==> src/logic/mbs_pkg.sv <==
// Purpose: Shared constants and carriers for the serial slave front end.
// Assumes: 40 MHz system clock; UART framing is done outside this block.
// Notes: Timing counts derive from the time figures and the clock rate.
`default_nettype none
package mbs_pkg;
  ////////////////////////////////////////////////////////////////////////////
  // Clock and link timing
  localparam int unsigned CLK_HZ = 40_000_000;
  localparam int unsigned CLK_MHZ = CLK_HZ / 1_000_000;
  localparam int unsigned BAUD = 19200;
  // Bit period rounded up, as the silence is a least time
  localparam int unsigned BIT_CYC = (CLK_HZ + BAUD - 1) / BAUD;
  localparam int unsigned CHAR_BITS = 11;
  // Silence of 3.5 characters, kept doubled to stay integral
  localparam int unsigned GAP_CHARS_X2 = 7;
  localparam int unsigned GAP_CYC = (GAP_CHARS_X2 * CHAR_BITS * BIT_CYC + 1) / 2;
  localparam int unsigned RESP_MIN_US = 5000;
  localparam int unsigned RESP_CYC = RESP_MIN_US * CLK_MHZ;
  localparam int unsigned WREG_MIN_US = 10000;
  localparam int unsigned WREG_CYC = WREG_MIN_US * CLK_MHZ;
  localparam int unsigned TIMER_W = 24;

  ////////////////////////////////////////////////////////////////////////////
  // Check field
  localparam logic [15:0] CRC_INIT = 16'hFFFF;
  localparam logic [15:0] CRC_POLY = 16'hA001;
  localparam logic [15:0] CRC_RESIDUE = 16'h0000;

  ////////////////////////////////////////////////////////////////////////////
  // Telegram fields and function codes
  localparam logic [7:0] ADDR_BCAST = 8'h00;
  localparam logic [7:0] FC_RD_COILS = 8'h01;
  localparam logic [7:0] FC_RD_REGS = 8'h03;
  localparam logic [7:0] FC_WR_COIL = 8'h05;
  localparam logic [7:0] FC_WR_REG = 8'h06;
  localparam logic [7:0] FC_WR_COILS = 8'h0F;
  localparam logic [7:0] FC_WR_REGS = 8'h10;
  localparam logic [7:0] FC_DEV_ID = 8'h2B;
  localparam logic [7:0] EXC_FLAG = 8'h80;
  localparam logic [7:0] EXC_NONE = 8'h00;
  localparam logic [7:0] EXC_FUNC = 8'h01;
  localparam logic [7:0] EXC_ADDR = 8'h02;
  localparam logic [7:0] EXC_VALUE = 8'h03;
  localparam logic [7:0] LEN_FIXED = 8'h08;
  localparam logic [7:0] LEN_DEVID = 8'h07;
  localparam logic [7:0] LEN_MIN = 8'h04;
  localparam logic [8:0] LEN_BLK_HDR = 9'h009;
  localparam logic [7:0] RESP_HDR = 8'h03;
  localparam logic [7:0] RESP_ECHO = 8'h06;
  localparam logic [7:0] RESP_DEVID = 8'h0E;
  localparam int unsigned RX_MAX = 128;
  localparam logic [7:0] RX_MAX8 = 8'h80;
  localparam int unsigned RD_MAX = 61;
  localparam logic [15:0] RD_MAX16 = 16'h003D;
  localparam logic [15:0] WR_MAX16 = 16'h003B;

  ////////////////////////////////////////////////////////////////////////////
  // Data addressing
  localparam logic [15:0] COIL_NUM = 16'h0008;
  localparam logic [15:0] CMD_BASE = 16'h0064;
  localparam logic [15:0] CMD_END = 16'h006C;
  localparam logic [15:0] VAR_BASE = 16'h1388;
  localparam logic [15:0] LCMD_IDX = 16'h0003;
  localparam logic [15:0] COIL_ON = 16'hFF00;
  localparam logic [15:0] COIL_OFF = 16'h0000;
  localparam logic [7:0] STAT_USED = 8'hBF;
  localparam logic [7:0] CMD_RST = 8'h00;

  ////////////////////////////////////////////////////////////////////////////
  // Identification reply
  localparam logic [7:0] MEI_DEVID = 8'h0E;
  localparam logic [7:0] ID_CONFORM = 8'h01;
  localparam logic [7:0] ID_OBJS = 8'h01;
  localparam logic [7:0] ID_LEN = 8'h04;

  ////////////////////////////////////////////////////////////////////////////
  // Carriers
  typedef struct packed {
    logic valid;
    logic err;
    logic [7:0] data;
  } mbs_rx_t;

  typedef struct packed {
    logic req;
    logic we;
    logic space;
    logic [15:0] index;
    logic [15:0] wdata;
  } mbs_reg_req_t;
endpackage
`default_nettype wire

==> src/logic/mbs_fifo.sv <==
// Purpose: Byte FIFO in front of the transmitter, registered read side.
// Assumes: DEPTH is a power of two.
// Notes: Holds DEPTH words plus one in the output register.
`timescale 1ns/1ps
`default_nettype none
module mbs_fifo #(
  parameter int unsigned WIDTH = 8,
  parameter int unsigned DEPTH = 16
) (
  // Clock and reset
  input wire logic clk,
  input wire logic rst_b,
  // Fill side
  input wire logic in_valid,
  output logic in_ready,
  input wire logic [WIDTH-1:0] in_data,
  // Drain side
  output logic out_valid_q,
  input wire logic out_ready,
  output logic [WIDTH-1:0] out_data_q
);
  localparam int unsigned AW = $clog2(DEPTH);
  localparam logic [AW:0] FULL = (AW + 1)'(DEPTH);

  logic [WIDTH-1:0] mem_q [DEPTH];
  logic [AW-1:0] wr_q;
  logic [AW-1:0] rd_q;
  logic [AW:0] cnt_q;

  // Load the output register whenever it is free or being taken
  wire logic push = in_valid && in_ready;
  wire logic load = (cnt_q != '0) && (!out_valid_q || out_ready);
  assign in_ready = (cnt_q != FULL);

  // Storage has no reset, so it maps onto plain memory
  always_ff @(posedge clk) begin
    if (push) begin
      mem_q[wr_q] <= in_data;
    end
  end

  // Pointers, fill level and output stage
  always_ff @(posedge clk or negedge rst_b) begin
    if (!rst_b) begin
      wr_q <= '0;
      rd_q <= '0;
      cnt_q <= '0;
      out_valid_q <= 1'b0;
      out_data_q <= '0;
    end else begin
      if (push) begin
        wr_q <= wr_q + 1'b1;
      end
      if (load) begin
        rd_q <= rd_q + 1'b1;
        out_data_q <= mem_q[rd_q];
        out_valid_q <= 1'b1;
      end else if (out_ready) begin
        out_valid_q <= 1'b0;
      end
      if (push && !load) begin
        cnt_q <= cnt_q + 1'b1;
      end else if (load && !push) begin
        cnt_q <= cnt_q - 1'b1;
      end
    end
  end
endmodule // mbs_fifo
`default_nettype wire

==> src/logic/mbs_rtu_slave.sv <==
// Purpose: Serial slave front end: framing, check field, dispatch, coils.
// Assumes: Characters arrive already deframed on the system clock.
// Notes: Holding registers are served over a request/acknowledge port.
`timescale 1ns/1ps
`default_nettype none
module mbs_rtu_slave #(
  parameter int unsigned GAP_CYCLES = mbs_pkg::GAP_CYC,
  parameter int unsigned RESP_CYCLES = mbs_pkg::RESP_CYC,
  parameter int unsigned WREG_CYCLES = mbs_pkg::WREG_CYC,
  parameter int unsigned FIFO_DEPTH = 16,
  parameter logic [31:0] MODEL_ID = 32'h0000_0001 // Arbitrary value
) (
  // Clock and reset
  input wire logic clk,
  input wire logic rst_b,
  // Received characters
  input wire mbs_pkg::mbs_rx_t rx_in,
  // Transmit characters
  output logic tx_valid_q,
  input wire logic tx_ready,
  output logic [7:0] tx_data_q,
  // Configuration and drive status
  input wire logic [7:0] own_addr,
  input wire logic [7:0] status_coils,
  // Command coils
  output logic [7:0] cmd_coils_q,
  // Holding register access
  output mbs_pkg::mbs_reg_req_t reg_req_q,
  input wire logic reg_ack,
  input wire logic [15:0] reg_rdata,
  // Events
  output logic frame_drop_q,
  output logic busy_q
);
  import mbs_pkg::*;

  typedef enum logic [3:0] {
    ST_IDLE, ST_CHECK, ST_WRITE, ST_WWAIT, ST_READ, ST_DELAY, ST_SEND, ST_CRC_LO, ST_CRC_HI
  } mbs_state_t;

  ////////////////////////////////////////////////////////////////////////////
  // Helpers
  // One byte of the check computation
  function automatic logic [15:0] crc_step(input logic [15:0] c, input logic [7:0] b);
    logic [15:0] r;
    r = c ^ {8'h00, b};
    for (int i = 0; i < 8; i++) begin
      r = r[0] ? ((r >> 1) ^ CRC_POLY) : (r >> 1);
    end
    return r;
  endfunction

  // Whole span inside the command coils
  function automatic logic in_cmd(input logic [15:0] s, input logic [15:0] q);
    return (s >= CMD_BASE) && ((17'(s) + 17'(q)) <= 17'(CMD_END));
  endfunction

  // Whole span inside status or command coils
  function automatic logic in_coils(input logic [15:0] s, input logic [15:0] q);
    return ((17'(s) + 17'(q)) <= 17'(COIL_NUM)) || in_cmd(s, q);
  endfunction

  // Coil image; unused status bit reads zero
  function automatic logic coil_bit(input logic [15:0] a, input logic [7:0] st,
                                    input logic [7:0] cm);
    if (a < COIL_NUM) begin
      return st[a[2:0]];
    end
    if (a >= CMD_BASE && a < CMD_END) begin
      return cm[3'(a - CMD_BASE)];
    end
    return 1'b0;
  endfunction

  ////////////////////////////////////////////////////////////////////////////
  // State
  mbs_state_t st_q;
  logic [7:0] rx_mem_q [RX_MAX];
  logic [15:0] rd_mem_q [RD_MAX];
  logic [7:0] rx_len_q;
  logic [15:0] rx_crc_q;
  logic rx_bad_q;
  logic in_frame_q;
  logic frame_end_q;
  logic [TIMER_W-1:0] gap_q;
  logic [TIMER_W-1:0] tm_q;
  logic [7:0] exc_q;
  logic bcast_q;
  logic [7:0] resp_len_q;
  logic [7:0] idx_q;
  logic [5:0] widx_q;
  logic pend_q;
  logic [15:0] tx_crc_q;
  logic [7:0] exc_d;
  logic [7:0] resp_len_d;
  logic [7:0] cmd_d;
  logic [7:0] tx_byte;
  logic [7:0] coil_byte;
  logic [7:0] id_byte;
  logic [15:0] coff;
  logic fifo_ready;

  ////////////////////////////////////////////////////////////////////////////
  // Telegram fields in arrival order
  wire logic [7:0] f_addr = rx_mem_q[0];
  wire logic [7:0] f_fc = rx_mem_q[1];
  wire logic [15:0] f_start = {rx_mem_q[2], rx_mem_q[3]};
  wire logic [15:0] f_qty = {rx_mem_q[4], rx_mem_q[5]};
  wire logic [7:0] f_bc = rx_mem_q[6];
  wire logic [15:0] qty_bytes = 16'((17'(f_qty) + 17'h0_0007) >> 3);
  wire logic [8:0] len_blk = 9'(f_bc) + LEN_BLK_HDR;

  // Acceptance: check field, address match, broadcast capability
  wire logic crc_ok = !rx_bad_q && (rx_len_q >= LEN_MIN) && (rx_crc_q == CRC_RESIDUE);
  wire logic is_bcast = (f_addr == ADDR_BCAST);
  wire logic is_mine = (f_addr == own_addr) && !is_bcast;
  wire logic bcast_ok = (f_fc == FC_WR_COIL) || (f_fc == FC_WR_REG) ||
                        (f_fc == FC_WR_COILS) || (f_fc == FC_WR_REGS);
  wire logic accept = crc_ok && (is_mine || (is_bcast && bcast_ok));

  // Register port addressing, zero offset in two spaces
  wire logic [15:0] reg_addr = f_start + 16'(widx_q);
  wire logic reg_is_var = (reg_addr >= VAR_BASE);
  wire logic [15:0] reg_idx = reg_is_var ? (reg_addr - VAR_BASE) : reg_addr;
  wire logic [6:0] wi = 7'h07 + {widx_q, 1'b0};
  wire logic [15:0] blk_word = {rx_mem_q[wi], rx_mem_q[wi + 7'h01]};
  wire logic [15:0] wr_data = (f_fc == FC_WR_REG) ? f_qty : blk_word;
  wire logic [5:0] n_regs = (f_fc == FC_WR_REG) ? 6'h01 : f_qty[5:0];
  wire logic last_reg = (widx_q == (n_regs - 6'h01));
  wire logic ack_now = pend_q && reg_ack;

  // Transmit side
  wire logic tx_push = (st_q == ST_SEND) || (st_q == ST_CRC_LO) || (st_q == ST_CRC_HI);
  wire logic tx_go = tx_push && fifo_ready;
  wire logic [7:0] tx_in = (st_q == ST_SEND) ? tx_byte :
                           (st_q == ST_CRC_LO) ? tx_crc_q[7:0] : tx_crc_q[15:8];
  wire logic [5:0] ri = 6'((idx_q - RESP_HDR) >> 1);
  wire logic [15:0] rd_word = rd_mem_q[ri];

  // Receiver
  wire logic rx_take = rx_in.valid && (st_q == ST_IDLE) && !frame_end_q;
  wire logic gap_done = in_frame_q && (gap_q == TIMER_W'(GAP_CYCLES - 1));

  ////////////////////////////////////////////////////////////////////////////
  // Request validation and reply length
  always_comb begin
    exc_d = EXC_NONE;
    case (f_fc)
      FC_RD_COILS: begin
        if (rx_len_q != LEN_FIXED || f_qty == '0) exc_d = EXC_VALUE;
        else if (!in_coils(f_start, f_qty)) exc_d = EXC_ADDR;
      end
      FC_RD_REGS: begin
        if (rx_len_q != LEN_FIXED || f_qty == '0 || f_qty > RD_MAX16) exc_d = EXC_VALUE;
      end
      FC_WR_COIL: begin
        if (rx_len_q != LEN_FIXED || (f_qty != COIL_ON && f_qty != COIL_OFF)) begin
          exc_d = EXC_VALUE;
        end else if (!in_cmd(f_start, 16'h0001)) begin
          exc_d = EXC_ADDR;
        end
      end
      FC_WR_REG: begin
        if (rx_len_q != LEN_FIXED) exc_d = EXC_VALUE;
      end
      FC_WR_COILS: begin
        if (9'(rx_len_q) != len_blk || f_qty == '0 || f_bc != qty_bytes[7:0]) begin
          exc_d = EXC_VALUE;
        end else if (!in_cmd(f_start, f_qty)) begin
          exc_d = EXC_ADDR;
        end
      end
      FC_WR_REGS: begin
        if (9'(rx_len_q) != len_blk || f_qty == '0 || f_qty > WR_MAX16 ||
            16'(f_bc) != {f_qty[14:0], 1'b0}) exc_d = EXC_VALUE;
      end
      FC_DEV_ID: begin
        if (rx_len_q != LEN_DEVID) exc_d = EXC_VALUE;
      end
      default: exc_d = EXC_FUNC;
    endcase
  end

  // Reply bytes ahead of the check field
  always_comb begin
    if (exc_d != EXC_NONE) resp_len_d = RESP_HDR;
    else if (f_fc == FC_RD_COILS) resp_len_d = qty_bytes[7:0] + RESP_HDR;
    else if (f_fc == FC_RD_REGS) resp_len_d = {f_qty[6:0], 1'b0} + RESP_HDR;
    else if (f_fc == FC_DEV_ID) resp_len_d = RESP_DEVID;
    else resp_len_d = RESP_ECHO;
  end

  ////////////////////////////////////////////////////////////////////////////
  // Command coils: unmasked coil writes and masked command-word writes
  always_comb begin
    cmd_d = cmd_coils_q;
    if (st_q == ST_CHECK && accept && exc_d == EXC_NONE) begin
      if (f_fc == FC_WR_COIL) begin
        cmd_d[3'(f_start - CMD_BASE)] = (f_qty == COIL_ON);
      end else if (f_fc == FC_WR_COILS) begin
        for (int j = 0; j < 8; j++) begin
          if ((CMD_BASE + 16'(j)) >= f_start &&
              17'(CMD_BASE + 16'(j)) < (17'(f_start) + 17'(f_qty))) begin
            cmd_d[j] = rx_mem_q[7][3'(CMD_BASE + 16'(j) - f_start)];
          end
        end
      end
    end else if (st_q == ST_WRITE && ack_now && reg_req_q.space &&
                 reg_req_q.index == LCMD_IDX) begin
      for (int j = 0; j < 8; j++) begin
        if (reg_req_q.wdata[j + 8]) cmd_d[j] = reg_req_q.wdata[j];
      end
    end
  end

  ////////////////////////////////////////////////////////////////////////////
  // Coil byte for the current reply position, zero past the count
  always_comb begin
    coil_byte = 8'h00;
    coff = 16'h0000;
    for (int j = 0; j < 8; j++) begin
      coff = 16'({idx_q - RESP_HDR, 3'(j)});
      if (coff < f_qty) begin
        coil_byte[j] = coil_bit(f_start + coff, status_coils & STAT_USED, cmd_coils_q);
      end
    end
  end

  // Identification object table
  always_comb begin
    case (idx_q)
      8'h02: id_byte = MEI_DEVID;
      8'h03: id_byte = rx_mem_q[3];
      8'h04: id_byte = ID_CONFORM;
      8'h07: id_byte = ID_OBJS;
      8'h09: id_byte = ID_LEN;
      8'h0A: id_byte = MODEL_ID[31:24];
      8'h0B: id_byte = MODEL_ID[23:16];
      8'h0C: id_byte = MODEL_ID[15:8];
      8'h0D: id_byte = MODEL_ID[7:0];
      default: id_byte = 8'h00;
    endcase
  end

  // Reply byte selection: address, function, data
  always_comb begin
    tx_byte = rx_mem_q[idx_q[6:0]];
    if (idx_q == 8'h00) tx_byte = own_addr;
    else if (idx_q == 8'h01) tx_byte = (exc_q != EXC_NONE) ? (f_fc | EXC_FLAG) : f_fc;
    else if (exc_q != EXC_NONE) tx_byte = exc_q;
    else if (f_fc == FC_RD_COILS) tx_byte = (idx_q == 8'h02) ? (resp_len_q - RESP_HDR) : coil_byte;
    else if (f_fc == FC_RD_REGS) begin
      if (idx_q == 8'h02) tx_byte = resp_len_q - RESP_HDR;
      else tx_byte = idx_q[0] ? rd_word[15:8] : rd_word[7:0];
    end else if (f_fc == FC_DEV_ID) tx_byte = id_byte;
  end

  ////////////////////////////////////////////////////////////////////////////
  // Receive buffer storage
  always_ff @(posedge clk) begin
    if (rx_take && rx_len_q < RX_MAX8) begin
      rx_mem_q[rx_len_q[6:0]] <= rx_in.data;
    end
  end

  // Silence timing, length and running check value
  always_ff @(posedge clk or negedge rst_b) begin
    if (!rst_b) begin
      gap_q <= '0;
      in_frame_q <= 1'b0;
      frame_end_q <= 1'b0;
      rx_len_q <= '0;
      rx_crc_q <= CRC_INIT;
      rx_bad_q <= 1'b0;
    end else begin
      frame_end_q <= gap_done;
      if (rx_take) begin
        gap_q <= '0;
        in_frame_q <= 1'b1;
        rx_crc_q <= crc_step(rx_crc_q, rx_in.data);
        if (rx_len_q == RX_MAX8 || rx_in.err) rx_bad_q <= 1'b1;
        else rx_len_q <= rx_len_q + 8'h01;
      end else if (gap_done) begin
        in_frame_q <= 1'b0;
      end else if (in_frame_q) begin
        gap_q <= gap_q + 1'b1;
      end
      if (st_q == ST_CHECK) begin
        rx_len_q <= '0;
        rx_crc_q <= CRC_INIT;
        rx_bad_q <= 1'b0;
      end
    end
  end

  ////////////////////////////////////////////////////////////////////////////
  // Read data capture
  always_ff @(posedge clk) begin
    if (st_q == ST_READ && ack_now) begin
      rd_mem_q[widx_q] <= reg_rdata;
    end
  end

  // Coils and status outputs
  always_ff @(posedge clk or negedge rst_b) begin
    if (!rst_b) begin
      cmd_coils_q <= CMD_RST;
      busy_q <= 1'b0;
    end else begin
      cmd_coils_q <= cmd_d;
      busy_q <= (st_q != ST_IDLE);
    end
  end

  ////////////////////////////////////////////////////////////////////////////
  // Telegram engine
  always_ff @(posedge clk or negedge rst_b) begin
    if (!rst_b) begin
      st_q <= ST_IDLE;
      exc_q <= EXC_NONE;
      bcast_q <= 1'b0;
      resp_len_q <= '0;
      idx_q <= '0;
      widx_q <= '0;
      pend_q <= 1'b0;
      tm_q <= '0;
      tx_crc_q <= CRC_INIT;
      reg_req_q <= '0;
      frame_drop_q <= 1'b0;
    end else begin
      reg_req_q.req <= 1'b0;
      frame_drop_q <= 1'b0;
      case (st_q)
        ST_IDLE: begin
          if (frame_end_q) st_q <= ST_CHECK;
        end
        ST_CHECK: begin
          exc_q <= exc_d;
          bcast_q <= is_bcast;
          resp_len_q <= resp_len_d;
          widx_q <= '0;
          tm_q <= TIMER_W'(RESP_CYCLES - 1);
          if (!crc_ok) begin
            frame_drop_q <= 1'b1;
            st_q <= ST_IDLE;
          end else if (!accept) st_q <= ST_IDLE;
          else if (exc_d != EXC_NONE) st_q <= is_bcast ? ST_IDLE : ST_DELAY;
          else if (f_fc == FC_WR_REG || f_fc == FC_WR_REGS) st_q <= ST_WRITE;
          else if (f_fc == FC_RD_REGS) st_q <= ST_READ;
          else st_q <= is_bcast ? ST_IDLE : ST_DELAY;
        end
        ST_WRITE, ST_READ: begin
          if (!pend_q) begin
            pend_q <= 1'b1;
            reg_req_q.req <= 1'b1;
            reg_req_q.we <= (st_q == ST_WRITE);
            reg_req_q.space <= reg_is_var;
            reg_req_q.index <= reg_idx;
            reg_req_q.wdata <= wr_data;
          end else if (reg_ack) begin
            pend_q <= 1'b0;
            if (st_q == ST_WRITE) begin
              st_q <= ST_WWAIT;
              tm_q <= (f_fc == FC_WR_REGS) ? TIMER_W'(WREG_CYCLES - 1) : '0;
            end else if (last_reg) begin
              st_q <= ST_DELAY;
              tm_q <= TIMER_W'(RESP_CYCLES - 1);
            end else begin
              widx_q <= widx_q + 6'h01;
            end
          end
        end
        ST_WWAIT: begin
          if (tm_q != '0) tm_q <= tm_q - 1'b1;
          else if (!last_reg) begin
            widx_q <= widx_q + 6'h01;
            st_q <= ST_WRITE;
          end else begin
            tm_q <= TIMER_W'(RESP_CYCLES - 1);
            st_q <= bcast_q ? ST_IDLE : ST_DELAY;
          end
        end
        ST_DELAY: begin
          if (tm_q != '0) tm_q <= tm_q - 1'b1;
          else begin
            idx_q <= '0;
            tx_crc_q <= CRC_INIT;
            st_q <= ST_SEND;
          end
        end
        ST_SEND: begin
          if (tx_go) begin
            tx_crc_q <= crc_step(tx_crc_q, tx_byte);
            idx_q <= idx_q + 8'h01;
            if (idx_q == resp_len_q - 8'h01) st_q <= ST_CRC_LO;
          end
        end
        ST_CRC_LO: begin
          if (tx_go) st_q <= ST_CRC_HI;
        end
        ST_CRC_HI: begin
          if (tx_go) st_q <= ST_IDLE;
        end
        default: st_q <= ST_IDLE;
      endcase
    end
  end

  ////////////////////////////////////////////////////////////////////////////
  // Transmit buffer; a stalled UART holds the engine in place
  mbs_fifo #(
    .WIDTH(8),
    .DEPTH(FIFO_DEPTH)
  ) u_tx_fifo (
    .clk(clk),
    .rst_b(rst_b),
    .in_valid(tx_push),
    .in_ready(fifo_ready),
    .in_data(tx_in),
    .out_valid_q(tx_valid_q),
    .out_ready(tx_ready),
    .out_data_q(tx_data_q)
  );
endmodule // mbs_rtu_slave
`default_nettype wire

==> config.mk <==
export PLATFORM = sky130hd
export DESIGN_NAME = mbs_rtu_slave
export DESIGN_NICKNAME = d
export VERILOG_FILES = /design/src/logic/mbs_pkg.sv /design/src/logic/mbs_fifo.sv /design/src/logic/mbs_rtu_slave.sv
export SDC_FILE = /design/constraint.sdc
export NUM_CORES = 2
export LEC_CHECK = 0
export BUFFER_PORTS_ARGS = -buffer_cell sky130_fd_sc_hd__buf_2
export CORE_ASPECT_RATIO = 0.75
export CORE_UTILIZATION = 60
export CTS_CLUSTER_SIZE = 12
export DETAILED_ROUTE_END_ITERATION = 6
export PLACE_DENSITY_LB_ADDON = 0.3
export SYNTH_ARGS = -nofsm -noshare
export SYNTH_HDL_FRONTEND = slang
export SYNTH_SLANG_ARGS = --single-unit
==> constraint.sdc <==
create_clock -name clk -period 16.69 [get_ports clk]
set_input_delay 0.8345 -clock clk [delete_from_list [all_inputs] [get_ports clk]]
set_output_delay 0.8345 -clock clk [all_outputs]
set_load 0.03 [all_outputs]
==> metrics.md <==
| Metric | Value |
|---|---|
| Final Power | 12.0 mW |
| Async SR Flop Fraction | 8.12% |
| Worst hold path stage count | 3 |
| Initial DRT Pass Iterations | 7 |
| Final Setup Violations | 0 |
| I/O pins | 100 |
| Multi-input gate area | 39200 µm² |
| CP required | 17.15 ns |
| Fin worst setup slack | 7.24 ns |
| Drt total wl | 357 mm |
| Initial antenna violation count | 24 |
| First DRT Iteration DRCs | 13.6k |
| Die area | 186000 µm² |
| M1 GR Usage | 54.1% |
| Reg2Reg Depth | 19 |
| Gr ovfl total | 0 |
| Total of max-cap violations | 0 |
| Syn_nets | 7207 |
| Rel. slew slack | 2.07% |
| Max Slew Vio Count | 0 |
| Yosys warnings | 0 |
| Worst Hold Class | input port to flop |
| Vias in the first global route | 68.9k |
| Hold Vio Cnt, Final | 0 |
| Reg2Reg Setup Slack | 7.24 ns |
| Hold Slack | 0.338 ns |
| Most instantiated cells after synthesis | edfxtp_1, mux4_2, nand2_1 |
| CTS tree | built |
| Crit path capture | u_tx_fifo.mem_q[1][6]$_DFFE_PP_ |
| EDFF count, synth | 2128 |
| Total global-route track usage | 38.2% |
| Fmax | 106 MHz |
| Fin nets | 7275 |
| Mapped Avg Cell Area | 15.6 µm² |
| Register area share after synthesis | 62.2% |
| Synth unique cells | 109 |
| Minimum clock period | 9.45 ns |
| Worst Path Arrival | 9.91 ns |
| Clk_skew | 0.0973 ns |
| RePlAce Congestion | 1.02 |
| Power density cells | 99.7 nW/µm² |
| Core Footprint | 182000 µm² |
| Via count | 73.3k |
| Clock transition at path regs | 0.06 ns |
| Setup TNS | 0 ns |
| Dpl hpwl | 233 mm |
| # fillers | 12.0k |
| Post-CTS Setup Bufs | 0 |
| Remaining antenna violation count | 0 |
| FF/Latch Area | 68700 µm² |
| Reg2reg start | idx_q[1]$_DFFE_PN0P_ |
| Chip Width | 497 µm |
| GRT met3 Usage | 18.4% |
| Biggest area consumer among synthesized cells | edfxtp_1 |
| Type of the worst setup path | flop to flop |
| Initial core utilization | 60.7% |
| DP Worst Slack | 7.64 ns |
| Met2 Resource Use GR | 51.4% |
| Ranking of synthesized cells by area | edfxtp_1, mux4_2, dfrtp_1, nand2_1, nor2_1 |
| Die height | 373 µm |
| Critical path launch point type | flop |
| Hold wc startpoint | tx_ready |
| Area Overhead vs Synth | 8.70% |
| Final worst-path cycle share | 56.6% |
| #FFs+latches synth | 2316 |
| RSZ-0062 raised after global routing | false |
| Count leader, synth | edfxtp_1 |
| First-pass GRT wire length | 503 mm |
| CTS Buf Count | 219 |
| Crit Path Max Fanout | 108 |
| Share of cells above drive strength 1 | 21.0% |
| FF-to-FF End | u_tx_fifo.mem_q[1][6]$_DFFE_PP_ |
| Layer carrying the most global-route usage | met1 |
| Cells after Synth | 7069 |
| Largest net degree at the start of global routing | 116 |
| Cell row count | 135 |
| Least-Margin Pin Slew | 1.47 ns |
| Core Util, Final | 66.0% |
| Via density | 7.57 |
| Run status | finished with violations |
| Violated checks | design-rule violations |
| Synth top area share | 57.9% |
| Post-DR wirelength/cell | 36.9 µm |
| Max Buffers Root-to-Sink | 3 |
| Top FF cell, synth | edfxtp_1 |
| Endpoint class of the critical path | flop |
| Cell Area, Synth | 110000 µm² |
| Root Driver | clkbuf_16 |
| Leakage | 38.7 nW |
| Max H-tree Level | 4 |
| Worst VDD drop | 118 µV |
| CTS sink cnt | 2316 |
| Port-buffer cells | 98 |
| Residual DRC count | 34 |
| Clk_lat worst skew | 0.92 ns |
| Crit. Startpoint | idx_q[1]$_DFFE_PN0P_ |
## area by class of cell
type	instances	share of cell area [%]
Multi-Input combinational cell	4197	32.7
Clock buffer	310	4.90
Timing Repair Buffer	314	1.83
Tap cell	2397	2.50
Inverter	89	0.297
Antenna cell	22	0.0459
Sequential cell	2316	57.3
Clock inverter	32	0.479
## layer usage
metal  share of wire, %  wire [µm]
met2                 41     147000
met4                4.1      14800
met1                 36     128000
met3                 19      67400
met5              0.090        321
## worst min-delay path by stage
stage	endpoint	slack, ns
finish	u_tx_fifo.out_valid_q$_DFFE_PN0P_	0.34
floorplan	tm_q[18]$_DFFE_PN0P_	0.43
global route	rx_mem_q[100][6]$_DFFE_PP_	0.34
detailed placement	rx_crc_q[2]$_DFFE_PN1P_	0.46
CTS	u_tx_fifo.out_valid_q$_DFFE_PN0P_	0.29
global placement	rx_crc_q[5]$_DFFE_PN1P_	0.45
## sequential cells by signal (all words and copies together), names as in the netlist, 16 cells and up
signal,count
gap_q,24
rd_mem_q,976
reg_req_q,35
rx_crc_q,16
rx_mem_q,1024
tm_q,24
tx_crc_q,16
u_tx_fifo.mem_q,128
## cells in the final DEF, fill, tap and decap left out, types with 38 or more instances in the layout
cell and n:
ha_1 84, edfxtp_1 2128, nand3_1 155, nor2_1 467, a31oi_1 75, o22ai_1 55
o21ai_0 218, xnor2_1 175, nor2b_1 50, a211oi_1 82, clkbuf_16 219, nor4_1 43
xor2_1 104, nand2_1 549, and3_1 44, nand4_1 71, clkbuf_1 86, a21oi_1 283
a22oi_1 49, mux4_2 787, buf_4 218, mux2i_1 182, or3_1 38, nor3_1 110
inv_1 78, dfrtp_1 147, buf_2 89
## power by group
group / total, mW / internal (mW) / switching [mW]
combinational: 0.768 / 0.268 / 0.500
sequential: 6.50 / 6.41 / 0.0976
clock: 4.68 / 2.48 / 2.20
total: 12.0 / 9.16 / 2.79
## timing repair
| action | in CTS | in global routing |
|---|---|---|
| hold buffers | 1 | 0 |
| gates resized for setup | 0 | 0 |
| hold endpoints to repair | 13 | 0 |
## stage by stage
step / area [µm²] / std cells
after CTS: 120000 / 9654
after global placement: 113000 / 9311
after floorplan: 110000 / 7069
after global routing: 120000 / 9663
after detailed placement: 113000 / 9311
final: 120000 / 9677
## cells by family (layout without fill, tap and decap cells)
logic type / after synthesis / in the layout / share of synthesized area [%]
flip-flops: 2316 / 2316 / 62.2
AND/OR/NAND/NOR: 1716 / 1716 / 7.23
AO/OA/AOI/OAI: 1101 / 1101 / 6.54
multiplexers: 991 / 991 / 17.9
buffers and inverters: 556 / 745 / 2.47
XOR/XNOR: 297 / 297 / 2.49
adder cells (fa/ha/maj): 92 / 92 / 1.08
other: 0 / 22 / 0
## worst max-delay path, stage by stage (launching register included)
cell      delay, ns
dfrtp_4        0.70
buf_4          0.73
a21oi_4        0.08
buf_4          0.34
xnor2_4        0.23
buf_12         0.50
clkinv_8       0.57
ha_1           0.84
a21oi_1        0.90
a21oi_1        0.17
or3_1          0.52
a21oi_1        0.22
xor2_1         0.28
nand2_1        0.12
nor4_1         0.81
o21ai_0        0.26
a31o_2         0.32
a21oi_4        0.17
mux2i_1        0.11
o21ai_1        0.95
Power figures use the tool's default switching activity.
